$ cat src/scmi_regs.svh
// register map, opcodes and bit counts for the serial command interpreter
// Overview of operation
// - opcodes: wake 02h, standby 04h, reset 06h, start 08h, stop 0Ah, cal 1Ah, 10h/11h/12h.
// - system and single-read opcodes act at seventh falling edge; register opcodes at eighth.
// - register read commands are ignored while continuous read mode is active.
// - start opcode begins conversions; no effect when conversions already run.
// - stop lets the conversion in progress finish, then no further conversions.
// - stop while conversions are already halted does nothing.
// - continuous read after power-up; each result loads the output shifter automatically.
// - halt opcode ends continuous read; host waits four clocks before next command.
// - single read follows data-ready falling; later commands need no extra wait.
// - single read overlapping the next data-ready finishes with uncorrupted data.
// - register read is 001 plus start address, then 000 plus count minus one.
// - register read drives first register MSB on seventeenth rising serial clock edge.
// - register write is 010 plus start address, then 000 plus count minus one.
`ifndef SCMI_REGS_SVH
`define SCMI_REGS_SVH
// seven-bit prefixes checked at the seventh falling edge
`define SCMI_P7_WAKE 7'h01
`define SCMI_P7_STANDBY 7'h02
`define SCMI_P7_RESET 7'h03
`define SCMI_P7_START 7'h04
`define SCMI_P7_STOP 7'h05
`define SCMI_P7_RDATA 7'h09
`define SCMI_P7_CAL 7'h0d
// full bytes checked at the eighth falling edge
`define SCMI_OP_CONT_READ 8'h10
`define SCMI_OP_HALT_READ 8'h11
`define SCMI_PFX_REG_READ 3'h1
`define SCMI_PFX_REG_WRITE 3'h2
// bit counter values at the decode edges, then output shift lengths for results and registers
`define SCMI_BIT_SYS 3'h6
`define SCMI_BIT_BYTE 3'h7
`define SCMI_DATA_BITS 6'h20
`define SCMI_REG_BITS 6'h08
// register addresses
`define SCMI_ADDR_IDENT 5'h00
`define SCMI_ADDR_RATE 5'h01
`define SCMI_ADDR_REFTST 5'h02
`define SCMI_ADDR_EDCTL 5'h03
`define SCMI_ADDR_EDSTAT 5'h08
`define SCMI_ADDR_CAL 5'h0a
`define SCMI_ADDR_PIN 5'h0b
`define SCMI_ADDR_LAST 5'h0b
// reset values; identity value is arbitrary
`define SCMI_RST_IDENT 8'h50
`define SCMI_RST_RATE 8'h02
`define SCMI_RST_REFTST 8'h80
`define SCMI_RST_EDCTL 8'h10
`define SCMI_RST_CAL 8'h02
`define SCMI_RST_PIN 8'h0c
`define SCMI_RST_ZERO 8'h00
// writable bits of status register, live status bits
`define SCMI_EDSTAT_WMASK 8'h40
`define SCMI_FULL_MASK 8'hff
`define SCMI_EDSTAT_LIVE_HI 4
`endif

$ cat src/scmi_pkg.sv
// types shared by the serial command interpreter
package scmi_pkg;
  typedef enum logic [1:0] {
    SCMI_ST_CMD = 2'b00,
    SCMI_ST_CNT = 2'b01,
    SCMI_ST_WR = 2'b10,
    SCMI_ST_RD = 2'b11
  } scmi_state_t;

  typedef struct packed {
    logic [15:0] ch2;
    logic [15:0] ch1;
  } scmi_sample_t;

  typedef logic [11:0][7:0] scmi_regs_t;

  typedef struct packed {
    scmi_state_t st;
    logic [2:0] bit_cnt;
    logic [7:0] in_sh;
    logic rd;
    logic [4:0] addr;
    logic [4:0] cnt;
    logic cont;
    logic conv_run;
    logic stop_pend;
    logic standby;
    logic cal;
    logic rdata_pend;
    logic [31:0] out_sh;
    logic [5:0] out_left;
    logic started;
    logic dout;
    logic dout_oe;
    logic data_ready_n;
    scmi_sample_t res;
  } scmi_ctl_t;
endpackage

$ cat src/scmi_sync.sv
// two-flop synchroniser for the serial pins
`timescale 1ns/1ns
module scmi_sync (
  input wire logic i_ref_clk,
  input wire logic i_resetn,
  input wire logic [2:0] i_async,
  output logic [2:0] o_sync
);
  logic [2:0] meta;

  always_ff @(posedge i_ref_clk) begin
    if (!i_resetn) begin
      meta <= 3'h4;
      o_sync <= 3'h4;
    end else begin
      meta <= i_async;
      o_sync <= meta;
    end
  end
endmodule // scmi_sync

$ cat src/scmi_buf.sv
// two-entry result buffer with valid and ready on both sides
`timescale 1ns/1ns
module scmi_buf (
  input wire logic i_ref_clk,
  input wire logic i_resetn,
  input wire logic i_in_valid,
  input scmi_pkg::scmi_sample_t i_in_data,
  output logic o_in_ready,
  output logic o_out_valid,
  output scmi_pkg::scmi_sample_t o_out_data,
  input wire logic i_out_ready
);
  scmi_pkg::scmi_sample_t mem [2];
  scmi_pkg::scmi_sample_t next_mem [2];
  logic wp, rp, next_wp, next_rp;
  logic [1:0] cnt, next_cnt;
  logic push, pop;

  always_comb begin
    push = i_in_valid && o_in_ready;
    pop = o_out_valid && i_out_ready;
    next_mem = mem;
    next_wp = wp;
    next_rp = rp;
    if (push) begin
      next_mem[wp] = i_in_data;
      next_wp = ~wp;
    end
    if (pop) begin
      next_rp = ~rp;
    end
    next_cnt = 2'(cnt + {1'b0, push} - {1'b0, pop});
  end

  assign o_out_data = mem[rp];

  always_ff @(posedge i_ref_clk) begin
    if (!i_resetn) begin
      mem[0] <= 32'h0000_0000;
      mem[1] <= 32'h0000_0000;
      wp <= 1'b0;
      rp <= 1'b0;
      cnt <= 2'h0;
      o_in_ready <= 1'b1;
      o_out_valid <= 1'b0;
    end else begin
      mem <= next_mem;
      wp <= next_wp;
      rp <= next_rp;
      cnt <= next_cnt;
      o_in_ready <= next_cnt != 2'h2;
      o_out_valid <= next_cnt != 2'h0;
    end
  end
endmodule // scmi_buf

$ cat src/scmi_core.sv
// serial command interpreter: opcode decode, register map, result readout
`timescale 1ns/1ns
`include "scmi_regs.svh"
module scmi_core (
  input wire logic i_ref_clk,
  input wire logic i_resetn,
  input wire logic i_cs_n,
  input wire logic i_sclk,
  input wire logic i_din,
  output logic o_dout,
  output logic o_dout_oe,
  output logic o_data_ready_n,
  input wire logic i_conv_valid,
  input scmi_pkg::scmi_sample_t i_conv_data,
  output logic o_conv_ready,
  input wire logic [4:0] i_electrode_status,
  output logic o_converting,
  output logic o_standby,
  output logic o_offset_cal,
  output scmi_pkg::scmi_regs_t o_regs
);
  scmi_pkg::scmi_ctl_t ctl, next_ctl;
  scmi_pkg::scmi_regs_t regs, next_regs;
  logic [2:0] pin_s;
  logic cs_n_s, sclk_s, din_s, sclk_d;
  logic fall, rise, dec7, dec8, take;
  logic [6:0] p7;
  logic [7:0] b8;
  logic buf_in_valid, buf_in_ready, buf_out_valid, buf_out_ready;
  scmi_pkg::scmi_sample_t buf_out_data;

  function automatic logic [7:0] reg_default(input logic [4:0] a);
    case (a)
      `SCMI_ADDR_IDENT: reg_default = `SCMI_RST_IDENT;
      `SCMI_ADDR_RATE: reg_default = `SCMI_RST_RATE;
      `SCMI_ADDR_REFTST: reg_default = `SCMI_RST_REFTST;
      `SCMI_ADDR_EDCTL: reg_default = `SCMI_RST_EDCTL;
      `SCMI_ADDR_CAL: reg_default = `SCMI_RST_CAL;
      `SCMI_ADDR_PIN: reg_default = `SCMI_RST_PIN;
      default: reg_default = `SCMI_RST_ZERO;
    endcase
  endfunction

  function automatic logic [7:0] wr_mask(input logic [4:0] a);
    if (a == `SCMI_ADDR_IDENT || a > `SCMI_ADDR_LAST) begin
      wr_mask = `SCMI_RST_ZERO;
    end else if (a == `SCMI_ADDR_EDSTAT) begin
      wr_mask = `SCMI_EDSTAT_WMASK;
    end else begin
      wr_mask = `SCMI_FULL_MASK;
    end
  endfunction

  function automatic logic [7:0] rd_val(input scmi_pkg::scmi_regs_t r, input logic [4:0] a);
    if (a > `SCMI_ADDR_LAST) begin
      rd_val = `SCMI_RST_ZERO;
    end else begin
      rd_val = r[a[3:0]];
    end
  endfunction

  scmi_sync u_sync (
    .i_ref_clk(i_ref_clk),
    .i_resetn(i_resetn),
    .i_async({i_cs_n, i_sclk, i_din}),
    .o_sync(pin_s)
  );

  scmi_buf u_buf (
    .i_ref_clk(i_ref_clk),
    .i_resetn(i_resetn),
    .i_in_valid(buf_in_valid),
    .i_in_data(i_conv_data),
    .o_in_ready(buf_in_ready),
    .o_out_valid(buf_out_valid),
    .o_out_data(buf_out_data),
    .i_out_ready(buf_out_ready)
  );

  assign cs_n_s = pin_s[2];
  assign sclk_s = pin_s[1];
  assign din_s = pin_s[0];
  assign fall = sclk_d && !sclk_s && !cs_n_s;
  assign rise = !sclk_d && sclk_s && !cs_n_s;
  assign p7 = {ctl.in_sh[5:0], din_s};
  assign b8 = {ctl.in_sh[6:0], din_s};
  assign dec7 = fall && ctl.bit_cnt == `SCMI_BIT_SYS && ctl.st == scmi_pkg::SCMI_ST_CMD;
  assign dec8 = fall && ctl.bit_cnt == `SCMI_BIT_BYTE;
  // conversions enter the buffer only while running
  assign buf_in_valid = i_conv_valid && ctl.conv_run;
  // no reload during a transfer, one idle cycle before each data-ready
  assign buf_out_ready = !ctl.started && ctl.data_ready_n;
  assign take = buf_out_valid && buf_out_ready;

  always_comb begin
    next_ctl = ctl;
    next_regs = regs;
    next_regs[`SCMI_ADDR_EDSTAT][`SCMI_EDSTAT_LIVE_HI:0] = i_electrode_status;
    next_ctl.cal = 1'b0;
    if (cs_n_s) begin
      next_ctl.bit_cnt = 3'h0;
      next_ctl.st = scmi_pkg::SCMI_ST_CMD;
      next_ctl.started = 1'b0;
      next_ctl.dout_oe = 1'b0;
      next_ctl.rdata_pend = 1'b0;
    end else begin
      next_ctl.dout_oe = 1'b1;
      if (fall) begin
        next_ctl.in_sh = b8;
        next_ctl.bit_cnt = 3'(ctl.bit_cnt + 3'h1);
      end
      // system and single-read opcodes
      if (dec7) begin
        case (p7)
          `SCMI_P7_WAKE: next_ctl.standby = 1'b0;
          `SCMI_P7_STANDBY: next_ctl.standby = 1'b1;
          `SCMI_P7_RESET: begin
            for (int i = 0; i < 12; i++) begin
              next_regs[i] = reg_default(5'(i));
            end
            next_ctl.cont = 1'b1;
            next_ctl.conv_run = 1'b0;
            next_ctl.stop_pend = 1'b0;
            next_ctl.standby = 1'b0;
          end
          `SCMI_P7_START: begin
            if (!ctl.conv_run) begin
              next_ctl.conv_run = 1'b1;
              next_ctl.stop_pend = 1'b0;
            end
          end
          `SCMI_P7_STOP: begin
            if (ctl.conv_run) begin
              next_ctl.stop_pend = 1'b1;
            end
          end
          `SCMI_P7_CAL: next_ctl.cal = 1'b1;
          `SCMI_P7_RDATA: next_ctl.rdata_pend = !ctl.cont;
          default: next_ctl.cal = 1'b0;
        endcase
      end
      // full-byte decode
      if (dec8) begin
        case (ctl.st)
          scmi_pkg::SCMI_ST_CMD: begin
            if (ctl.rdata_pend) begin
              next_ctl.out_sh = ctl.res;
              next_ctl.out_left = `SCMI_DATA_BITS;
              next_ctl.rdata_pend = 1'b0;
            end
            if (b8 == `SCMI_OP_CONT_READ) begin
              next_ctl.cont = 1'b1;
            end else if (b8 == `SCMI_OP_HALT_READ) begin
              next_ctl.cont = 1'b0;
            end else if (b8[7:5] == `SCMI_PFX_REG_READ && !ctl.cont) begin
              next_ctl.addr = b8[4:0];
              next_ctl.rd = 1'b1;
              next_ctl.st = scmi_pkg::SCMI_ST_CNT;
            end else if (b8[7:5] == `SCMI_PFX_REG_WRITE) begin
              next_ctl.addr = b8[4:0];
              next_ctl.rd = 1'b0;
              next_ctl.st = scmi_pkg::SCMI_ST_CNT;
            end
          end
          scmi_pkg::SCMI_ST_CNT: begin
            next_ctl.cnt = b8[4:0];
            if (ctl.rd) begin
              next_ctl.st = scmi_pkg::SCMI_ST_RD;
              next_ctl.out_sh = {rd_val(regs, ctl.addr), 24'h00_0000};
              next_ctl.out_left = `SCMI_REG_BITS;
            end else begin
              next_ctl.st = scmi_pkg::SCMI_ST_WR;
            end
          end
          scmi_pkg::SCMI_ST_WR: begin
            if (ctl.addr <= `SCMI_ADDR_LAST) begin
              next_regs[ctl.addr[3:0]] = (next_regs[ctl.addr[3:0]] & ~wr_mask(ctl.addr))
                                         | (b8 & wr_mask(ctl.addr));
            end
            if (ctl.cnt == 5'h00) begin
              next_ctl.st = scmi_pkg::SCMI_ST_CMD;
            end else begin
              next_ctl.cnt = 5'(ctl.cnt - 5'h01);
              next_ctl.addr = 5'(ctl.addr + 5'h01);
            end
          end
          scmi_pkg::SCMI_ST_RD: begin
            if (ctl.cnt == 5'h00) begin
              next_ctl.st = scmi_pkg::SCMI_ST_CMD;
            end else begin
              next_ctl.cnt = 5'(ctl.cnt - 5'h01);
              next_ctl.addr = 5'(ctl.addr + 5'h01);
              next_ctl.out_sh = {rd_val(regs, 5'(ctl.addr + 5'h01)), 24'h00_0000};
              next_ctl.out_left = `SCMI_REG_BITS;
            end
          end
          default: next_ctl.st = scmi_pkg::SCMI_ST_CMD;
        endcase
      end
      // shift out on rising edges
      if (rise && ctl.out_left != 6'h00) begin
        next_ctl.dout = ctl.out_sh[31];
        next_ctl.out_sh = {ctl.out_sh[30:0], 1'b0};
        next_ctl.out_left = 6'(ctl.out_left - 6'h01);
        next_ctl.started = ctl.out_left != 6'h01;
      end
    end
    // stop takes effect when the running conversion is delivered
    if (buf_in_valid && buf_in_ready && ctl.stop_pend) begin
      next_ctl.conv_run = 1'b0;
      next_ctl.stop_pend = 1'b0;
    end
    if (take) begin
      next_ctl.res = buf_out_data;
      next_ctl.data_ready_n = 1'b0;
      if (ctl.cont) begin
        next_ctl.out_sh = buf_out_data;
        next_ctl.out_left = `SCMI_DATA_BITS;
      end
    end else if (buf_out_valid && !ctl.data_ready_n && !ctl.started) begin
      next_ctl.data_ready_n = 1'b1;
    end
  end

  always_ff @(posedge i_ref_clk) begin
    if (!i_resetn) begin
      ctl <= '0;
      ctl.cont <= 1'b1;
      ctl.data_ready_n <= 1'b1;
      sclk_d <= 1'b0;
      for (int i = 0; i < 12; i++) begin
        regs[i] <= reg_default(5'(i));
      end
    end else begin
      ctl <= next_ctl;
      sclk_d <= sclk_s;
      regs <= next_regs;
    end
  end

  assign o_dout = ctl.dout;
  assign o_dout_oe = ctl.dout_oe;
  assign o_data_ready_n = ctl.data_ready_n;
  assign o_conv_ready = buf_in_ready;
  assign o_converting = ctl.conv_run;
  assign o_standby = ctl.standby;
  assign o_offset_cal = ctl.cal;
  assign o_regs = regs;

  property p_start_run;
    @(posedge i_ref_clk) disable iff (!i_resetn)
    dec7 && p7 == `SCMI_P7_START && !ctl.conv_run |=> ctl.conv_run && !ctl.stop_pend;
  endproperty
  a_start_run: assert property (p_start_run) else $error("start did not run");

  property p_start_noeff;
    @(posedge i_ref_clk) disable iff (!i_resetn)
    dec7 && p7 == `SCMI_P7_START && ctl.conv_run && !buf_in_valid
      |=> ctl.conv_run && ctl.stop_pend == $past(ctl.stop_pend);
  endproperty
  a_start_noeff: assert property (p_start_noeff) else $error("start changed state");

  property p_stop_pend;
    @(posedge i_ref_clk) disable iff (!i_resetn)
    dec7 && p7 == `SCMI_P7_STOP && ctl.conv_run && !buf_in_valid |=> ctl.stop_pend && ctl.conv_run;
  endproperty
  a_stop_pend: assert property (p_stop_pend) else $error("stop cut conversion");

  property p_stop_idle;
    @(posedge i_ref_clk) disable iff (!i_resetn)
    dec7 && p7 == `SCMI_P7_STOP && !ctl.conv_run |=> !ctl.stop_pend && !ctl.conv_run;
  endproperty
  a_stop_idle: assert property (p_stop_idle) else $error("stop acted when idle");

  property p_register_read_cmd_ignored;
    @(posedge i_ref_clk) disable iff (!i_resetn)
    dec8 && ctl.st == scmi_pkg::SCMI_ST_CMD && ctl.cont && b8[7:5] == `SCMI_PFX_REG_READ
      |=> ctl.st == scmi_pkg::SCMI_ST_CMD;
  endproperty
  a_register_read_cmd_ignored: assert property (p_register_read_cmd_ignored) else $error("read taken in cont");

  property p_rd_first;
    @(posedge i_ref_clk) disable iff (!i_resetn)
    dec8 && ctl.st == scmi_pkg::SCMI_ST_CNT && ctl.rd
      |=> ctl.out_left == `SCMI_REG_BITS && ctl.out_sh[31:24] == rd_val(regs, ctl.addr);
  endproperty
  a_rd_first: assert property (p_rd_first) else $error("register not loaded");

  property p_cont_load;
    @(posedge i_ref_clk) disable iff (!i_resetn)
    take && ctl.cont |=> ctl.out_sh == $past(buf_out_data) && !ctl.data_ready_n;
  endproperty
  a_cont_load: assert property (p_cont_load) else $error("result not loaded");

  property p_no_corrupt;
    @(posedge i_ref_clk) disable iff (!i_resetn)
    ctl.started && !rise && !dec8 |=> $stable(ctl.out_sh);
  endproperty
  a_no_corrupt: assert property (p_no_corrupt) else $error("reload during transfer");

  property p_nop;
    @(posedge i_ref_clk) disable iff (!i_resetn)
    dec8 && ctl.st == scmi_pkg::SCMI_ST_CMD && b8 == 8'hff && !ctl.rdata_pend
      |=> $stable(ctl.cont) && ctl.st == scmi_pkg::SCMI_ST_CMD && $stable(regs[1]);
  endproperty
  a_nop: assert property (p_nop) else $error("unknown byte had effect");
endmodule // scmi_core

$ cat config.mk
export PLATFORM = sky130hd
export DESIGN_NAME = scmi_core
export DESIGN_NICKNAME = d
export VERILOG_FILES = /design/src/scmi_pkg.sv /design/src/scmi_sync.sv /design/src/scmi_buf.sv /design/src/scmi_core.sv
export VERILOG_INCLUDE_DIRS = /design/src
export SDC_FILE = /design/constraint.sdc
export NUM_CORES = 1
export LEC_CHECK = 0
export BUFFER_PORTS_ARGS = -buffer_cell sky130_fd_sc_hd__buf_2
export CAP_MARGIN = 20
export CORE_ASPECT_RATIO = 1.5
export CORE_UTILIZATION = 56
export DETAILED_ROUTE_END_ITERATION = 8
export HOLD_SLACK_MARGIN = 0.12
export PLACE_DENSITY = 0.76
export SLEW_MARGIN = 40
export SYNTH_ARGS = -nofsm -noshare
export SYNTH_HDL_FRONTEND = slang
export SYNTH_SLANG_ARGS = --single-unit
export TNS_END_PERCENT = 100
$ cat constraint.sdc
create_clock -name i_ref_clk -period 4 [get_ports i_ref_clk]
set_input_delay 0.6 -clock i_ref_clk [delete_from_list [all_inputs] [get_ports i_ref_clk]]
set_output_delay 0.6 -clock i_ref_clk [all_outputs]
set_load 0.005 [all_outputs]
### Word-level counts from Yosys, hierarchy flattened

Cells that the tools add are included.

| storage, ports and cells | value |
|---|---|
| register bits | 276 |

| operators by class | value |
|---|---|
| magnitude comparators | 9 |
| equality and inequality tests | 26 |
| reduce and logical (&&, ||, !) cells | 51 |
| multiplexer cells | 72 |
| bitwise gates (word level) | 12 |
| add/sub/neg operators | 6 |

Operators with widths:

| kind | number |
|---|---|
| $mux W96 | 6 |
| $mux W38 | 5 |
| $mux W32 | 4 |
| $mux W39 | 3 |
| $pmux W38 S3 | 1 |
| $bmux W8 S4 | 3 |
| $bwmux W96 | 1 |
| $mux W8 | 12 |
| $mux W69 | 1 |
| $bwmux W64 | 1 |
| $mux W40 | 1 |
| $demux W32 S1 | 1 |
| $demux W8 S4 | 1 |
| $mux W6 | 4 |
| $pmux W5 S2 | 2 |
| $logic_and A1 B1 Y1 | 18 |
| $and A8 B8 Y8 | 2 |
| $eq A8 B5 Y1 const B | 2 |
| $eq A7 B2 Y1 const B | 2 |
| $eq A7 B3 Y1 const B | 2 |
| $eq A7 B4 Y1 const B | 2 |
| $mux W1 | 14 |
| $reduce_bool A2 Y1 | 6 |
| $gt A5 B4 Y1 const B | 2 |
| other kinds (47) | 80 |

### Logic depth before layout (Yosys ltp)

| logic depth | value |
|---|---|
| depth in word-level cells | 16 |
| depth in mapped cells | 13 |
| depth with buffers taken out | 9 |

### Modules after synthesis

A second synthesis with hierarchy kept.

| unflattened totals | value |
|---|---|
| cell total of the unflattened synthesis | 1,603 |
| area total of the unflattened synthesis | 14,252.4 um2 |

By module, submodules not included:

| module | area an instance (um2) | cells an instance | times used | seq. area each (um2) |
|---|---|---|---|---|
| scmi_core | 10,834.1 | 1,252 | 1 | 4,003.8 |
| scmi_buf | 3,260.6 | 339 | 1 | 1,401.3 |
| scmi_sync | 157.7 | 12 | 1 | 120.1 |

### Worst setup path after synthesis

OpenSTA, ideal clock, no wires.

| path | value |
|---|---|
| path kind | register -> register |
| from | reg ctl[86] in the netlist's numbering |
| to | reg ctl[71] in the netlist's numbering |
| clock period less this slack | 2.809 ns |
| cell stages (with the launch flop) | 14 |
| arrival time | 2.693 ns |
| setup time | 0.116 ns |
| path slack | 1.191 ns |
| path through | dfxtp_1 > buf_6 > buf_4 > buf_2 > inv_1 > ha_1 > buf_2 > clkbuf_1 > mux4_2 > nand2_1 > a21oi_1 > a31oi_1 > o22ai_1 > o211a_1 |

| between the ends | value |
|---|---|
| longest elaborated chain between the ends | 11 |
| elaborated cells between the ends (all ways) | 17 |
| those cells by class | add/sub (1); order compare (2); mux (14) |

RTL lines:

| element | line | RTL |
|---|---|---|
| start: declaration | scmi_core.sv:22 | `scmi_pkg::scmi_ctl_t ctl, next_ctl;` |
| start signal: assignment | scmi_core.sv:235 | `ctl <= next_ctl;` |
| $add A5 B1 Y5 | scmi_core.sv:193 | `next_ctl.out_sh = {rd_val(regs, 5'(ctl.addr + 5'h01)), 24'h00_0000};` |
| $bmux W8 S4 | scmi_core.sv:58 | `rd_val = r[a[3:0]];` |
| $mux W8 (not written as such) | scmi_core.sv:58 |  |
| $mux W8 | scmi_core.sv:55 | `` if (a > `SCMI_ADDR_LAST) begin `` |
| $mux W38 | scmi_core.sv:188 | `if (ctl.cnt == 5'h00) begin` |
| $pmux W38 S3 * | scmi_core.sv:144 | `case (ctl.st)` |
| $mux W39 * | scmi_core.sv:143 | `if (dec8) begin` |
| $mux W40 * | scmi_core.sv:201 | `if (rise && ctl.out_left != 6'h00) begin` |
| $mux W38 * | scmi_core.sv:100 | `if (cs_n_s) begin` |
| $mux W38 | scmi_core.sv:216 | `if (ctl.cont) begin` |
| $mux W38 * | scmi_core.sv:213 | `if (take) begin` |

Every way passes the cells marked *; elsewhere a longest branch is shown, timed or not. The select of a mux whose other input is x is not followed.
A chain may end at the register's enable or synchronous reset.

### Final worst setup path

| path | value |
|---|---|
| from | reg ctl[85] in the netlist's numbering |
| to | reg regs, in the netlist o_regs[88] |

| between the ends | value |
|---|---|
| longest elaborated chain between the ends | 14 |
| elaborated cells between the ends (all ways) | 26 |
| those cells by class | order compare (4); eq/ne (1); mux (14); bitwise (4); reduce/logical (3) |

RTL lines:

| element | line | RTL |
|---|---|---|
| $gt A5 B4 Y1 (no source line) (tied with other cells) | -- |  |
| $logic_or A1 B1 Y1 (no source line) or $mux W8 (tied branches) | -- |  |
| $mux W8 | scmi_core.sv:45 | `` if (a == `SCMI_ADDR_IDENT \|\| a > `SCMI_ADDR_LAST) begin `` |
| $mux W8 | scmi_core.sv:176 | `` if (ctl.addr <= `SCMI_ADDR_LAST) begin `` |
| $mux W8 | scmi_core.sv:144 |  |
| $mux W8 | scmi_core.sv:143 |  |
| $mux W8 | scmi_core.sv:100 |  |
| $not A8 Y8 | scmi_core.sv:177 | `next_regs[ctl.addr[3:0]] = (next_regs[ctl.addr[3:0]] & ~wr_mask(ctl.addr))` |
| $and A8 B8 Y8 | scmi_core.sv:177 |  |
| $or A8 B8 Y8 | scmi_core.sv:178 | `\| (b8 & wr_mask(ctl.addr));` |
| $bwmux W96 | scmi_core.sv:177 |  |
| $mux W96 * | scmi_core.sv:176 |  |
| $mux W96 * | scmi_core.sv:144 |  |
| $mux W96 * | scmi_core.sv:143 |  |
| end signal: indexed assignment | scmi_core.sv:232 | `regs[i] <= reg_default(5'(i));` |
| end signal: assignment | scmi_core.sv:237 | `regs <= next_regs;` |
| end: declaration | scmi_core.sv:23 | `scmi_pkg::scmi_regs_t regs, next_regs;` |

Marked as above.

==> flow_summary.ini <==
[status]
status = finished, final reports clean

[clock_network]
cts.clk_slew.worst_paths_ns = 0.07
clk_latency_ns = 0.56
h-tree-depth = 1
cts_hold_buffers = 0
cts.sinks = 276
cts_resized = 0
cts_tree = built
postCtsSetupBuffers = 0
root_buffer = clkbuf_16
numCtsBuffers = 26
clockBufferDepth = 3

[power]
pwr-share-seq_pct = 46.8
combPwrFrac_pct = 11.2
peakVddDrop_mv = 0.3658
power_density_nw_per_um2 = 413.3
internal_power_mw = 4.815
swShare_pct = 26.20
total_power_mw = 6.525
clkPwrFrac_pct = 42.0
static-leakage-power_nw = 5.707
p_switching_mw = 1.710

[detailed_routing]
drt-vias-per-instance = 6.471
wl_um = 47400
ant_nets = 0
drcViolationCount = 0
drtIter0Drc = 1276
vias = 13280
drt-wirelength-per-cell_um = 23.10
dr.pass1.iters = 5

[synthesis]
synth_cell_types = 89
synth_flop_cell = dfxtp_1
netlist_instances = 1610
synth_nets = 1667
yosysWarnings = 0
synth.cell_area_um2 = 13800
async_reset_ff_share_pct = 0
ys_seq_area_share_pct = 40.04
syn_avg_cell_area_um2 = 8.570
ys_ff_latch = 276
synth_enable_flop_cells = 0

[worst_setup_path]
worst-path-buf-inv = 1
worstPathCellList = buf_4, mux4_2, mux2i_1, o21ai_0, a22o_1, nand2_1, o21ai_0
cpMostUsedCell = o21ai_0
cp.depth = 7
crit_required_ns = 4.41
reg2regPathDepth = 7
crit_slowest_cell = mux2i_1
arrival_ns = 3.72
end_kind = flop
crit_start = ctl[85]$_SDFFE_PN0P_
endpoint = o_regs[88]$_SDFFE_PN0N_
rr_startpoint = ctl[85]$_SDFFE_PN0P_
reg2reg_to = o_regs[88]$_SDFFE_PN0N_
critPathKind = reg2reg
reg2reg_setup_slack_ns = 0.69
crit_path_max_fanout = 34
critPathMaxStageDelay_ns = 0.61
crit_path_start_kind = flop
crit_family = multiplexers

[place]
dpl.hpwl_um = 33390
place_inst = 2003
io_buffers = 145
gp_congestion = 1.093

[floorplan]
coreArea_um2 = 24260
initial_core_util_pct = 56.87
die_x_um = 130.2
die_y_um = 194.3
io-pin-count = 146
dieArea_um2 = 25280
rows = 70

[global_routing]
grt_remaining_overflow = 0
grt_usage_pct = 37.69
grt_antenna_before_repair = 0
grt_max_degree = 134
grt_pass1_vias = 12710
grt_pass1_wl_um = 72450

[finish]
layout.nets = 1765
drive_above_1_share_pct = 19.85
diodes = 0
layout_common_cells = 272 x dfxtp_1, 248 x nand2_1, 145 x buf_2, 132 x a21oi_1, 119 x nor2_1
layout_commonest_cell = dfxtp_1
final_cells = 2052
syn2layout_area_growth_pct = 14.41

[job]
cap_violations = 0

[hold_path]
hp-class = in2reg

[timing]
setup_viol = 0
setup_tns_ns = 0
slew_headroom_pct = 44.40
max_freq_mhz = 302.0
finalMaxSlewViolations = 0
rsz0062_at_grt = no
skew_ns = 0.02285
hold_violations = 0
tightest_slew_ns = 0.8339
fin_crit_ns = 3.312
layout_worst_path_cycle_share_pct = 82.79
==> worst min path at each step <==
stage	from	endpoint	slack, ns	cells after the start
floorplan	u_sync.meta[2]$_SDFF_PN1_	u_sync.o_sync[2]$_SDFF_PN1_	0.39	1
global placement	u_sync.meta[2]$_SDFF_PN1_	u_sync.o_sync[2]$_SDFF_PN1_	0.40	1
detailed placement	u_sync.meta[2]$_SDFF_PN1_	u_sync.o_sync[2]$_SDFF_PN1_	0.40	1
CTS	i_cs_n	u_sync.meta[2]$_SDFF_PN1_	0.25	2
global route	i_cs_n	u_sync.meta[2]$_SDFF_PN1_	0.27	2
finish	i_cs_n	u_sync.meta[2]$_SDFF_PN1_	0.26	2
==> cell families after synthesis <==
| logic type | share of synthesized area (%) |
|---|---|
| compound gates | 20.60 |
| xor+xnor | 0.6257 |
| fa+ha+maj | 1.270 |
| buf+inv | 4.779 |
| flops | 40.04 |
| mux | 12.38 |
| simple gates | 20.30 |
==> cell usage after synthesis (all sizes together), types with 7 or more instances <==
library cell / number / share of area (%)
a221oi: 26 / 1.7
o21ai: 123 / 4.5
clkbuf: 81 / 2.2
nand2b: 15 / 0.68
o31ai: 11 / 0.63
a21oi: 132 / 4.8
dfxtp: 276 / 40
or3: 10 / 0.45
o22a: 24 / 1.5
a211oi: 37 / 2.0
nand2: 248 / 6.7
inv: 20 / 0.54
buf: 47 / 2.0
nor2: 123 / 3.4
mux4: 38 / 6.2
nand3: 90 / 3.3
and3: 16 / 0.73
mux2: 17 / 1.4
a22oi: 8 / 0.44
ha: 14 / 1.3
o211ai: 7 / 0.38
and2: 17 / 0.77
nor3: 19 / 0.69
a31oi: 18 / 0.86
xnor2: 7 / 0.44
mux2i: 66 / 4.8
nor2b: 11 / 0.50
==> routing by layer <==
metal / vias up / GRT usage [%] / part of all wire (%)
li1: 6039 / - / -
met1: 6308 / 42.89 / 36
met2: 724 / 63.51 / 49
met3: 207 / 5.822 / 7.5
met4: 0 / 26.40 / 7.7
met5: - / 0 / 0
==> registers in the layout, summed over array words and instances (netlist names) <==
signal / cells
o_regs: 96
ctl: 90
u_buf.mem: 64
b8: 7
u_sync.meta: 3
u_sync.o_sync: 3
u_buf.cnt: 2
o_converting: 1
o_data_ready_n: 1
o_dout: 1
o_dout_oe: 1
o_offset_cal: 1
o_standby: 1
sclk_d: 1
u_buf.o_in_ready: 1
u_buf.o_out_valid: 1
u_buf.rp: 1
u_buf.wp: 1
==> power by group through the flow <==
stage | registers [mW] | clock network [mW] | logic, mW
CTS | 3.05 | 2.76 | 0.731
floorplan | 3.01 | 0 | 0.630
global placement | 3.11 | 0 | 0.718
global route | 3.07 | 2.87 | 0.808
detailed placement | 3.11 | 0 | 0.729
finish | 3.06 | 2.74 | 0.732
==> through the flow <==
step	worst slack [ns]	util (%)	instance area (µm²)	hold slack (ns)
2_1_floorplan	1.191	-	13800	0.3863
3_3_place_gp	0.9733	60.94	14780	0.3966
3_5_place_dp	0.9686	61.07	14820	0.3999
4_1_cts	0.9606	65.01	15770	0.2542
5_1_grt	0.6042	65.07	15790	0.2681
6_report	0.6884	65.07	15790	0.2580
==> cell type report <==
| cell class | count | area, µm² |
|---|---|---|
| fill | 2077 | 8474 |
| multi-input combinational | 1185 | 7640 |
| sequential | 276 | 5535 |
| timing repair buffer | 198 | 1169 |
| clock buffer | 32 | 755.7 |
| tap | 324 | 405.4 |
| clock inverter | 16 | 200.2 |
| inverter | 21 | 81.33 |
No activity file was read; power rests on OpenSTA's default activity.
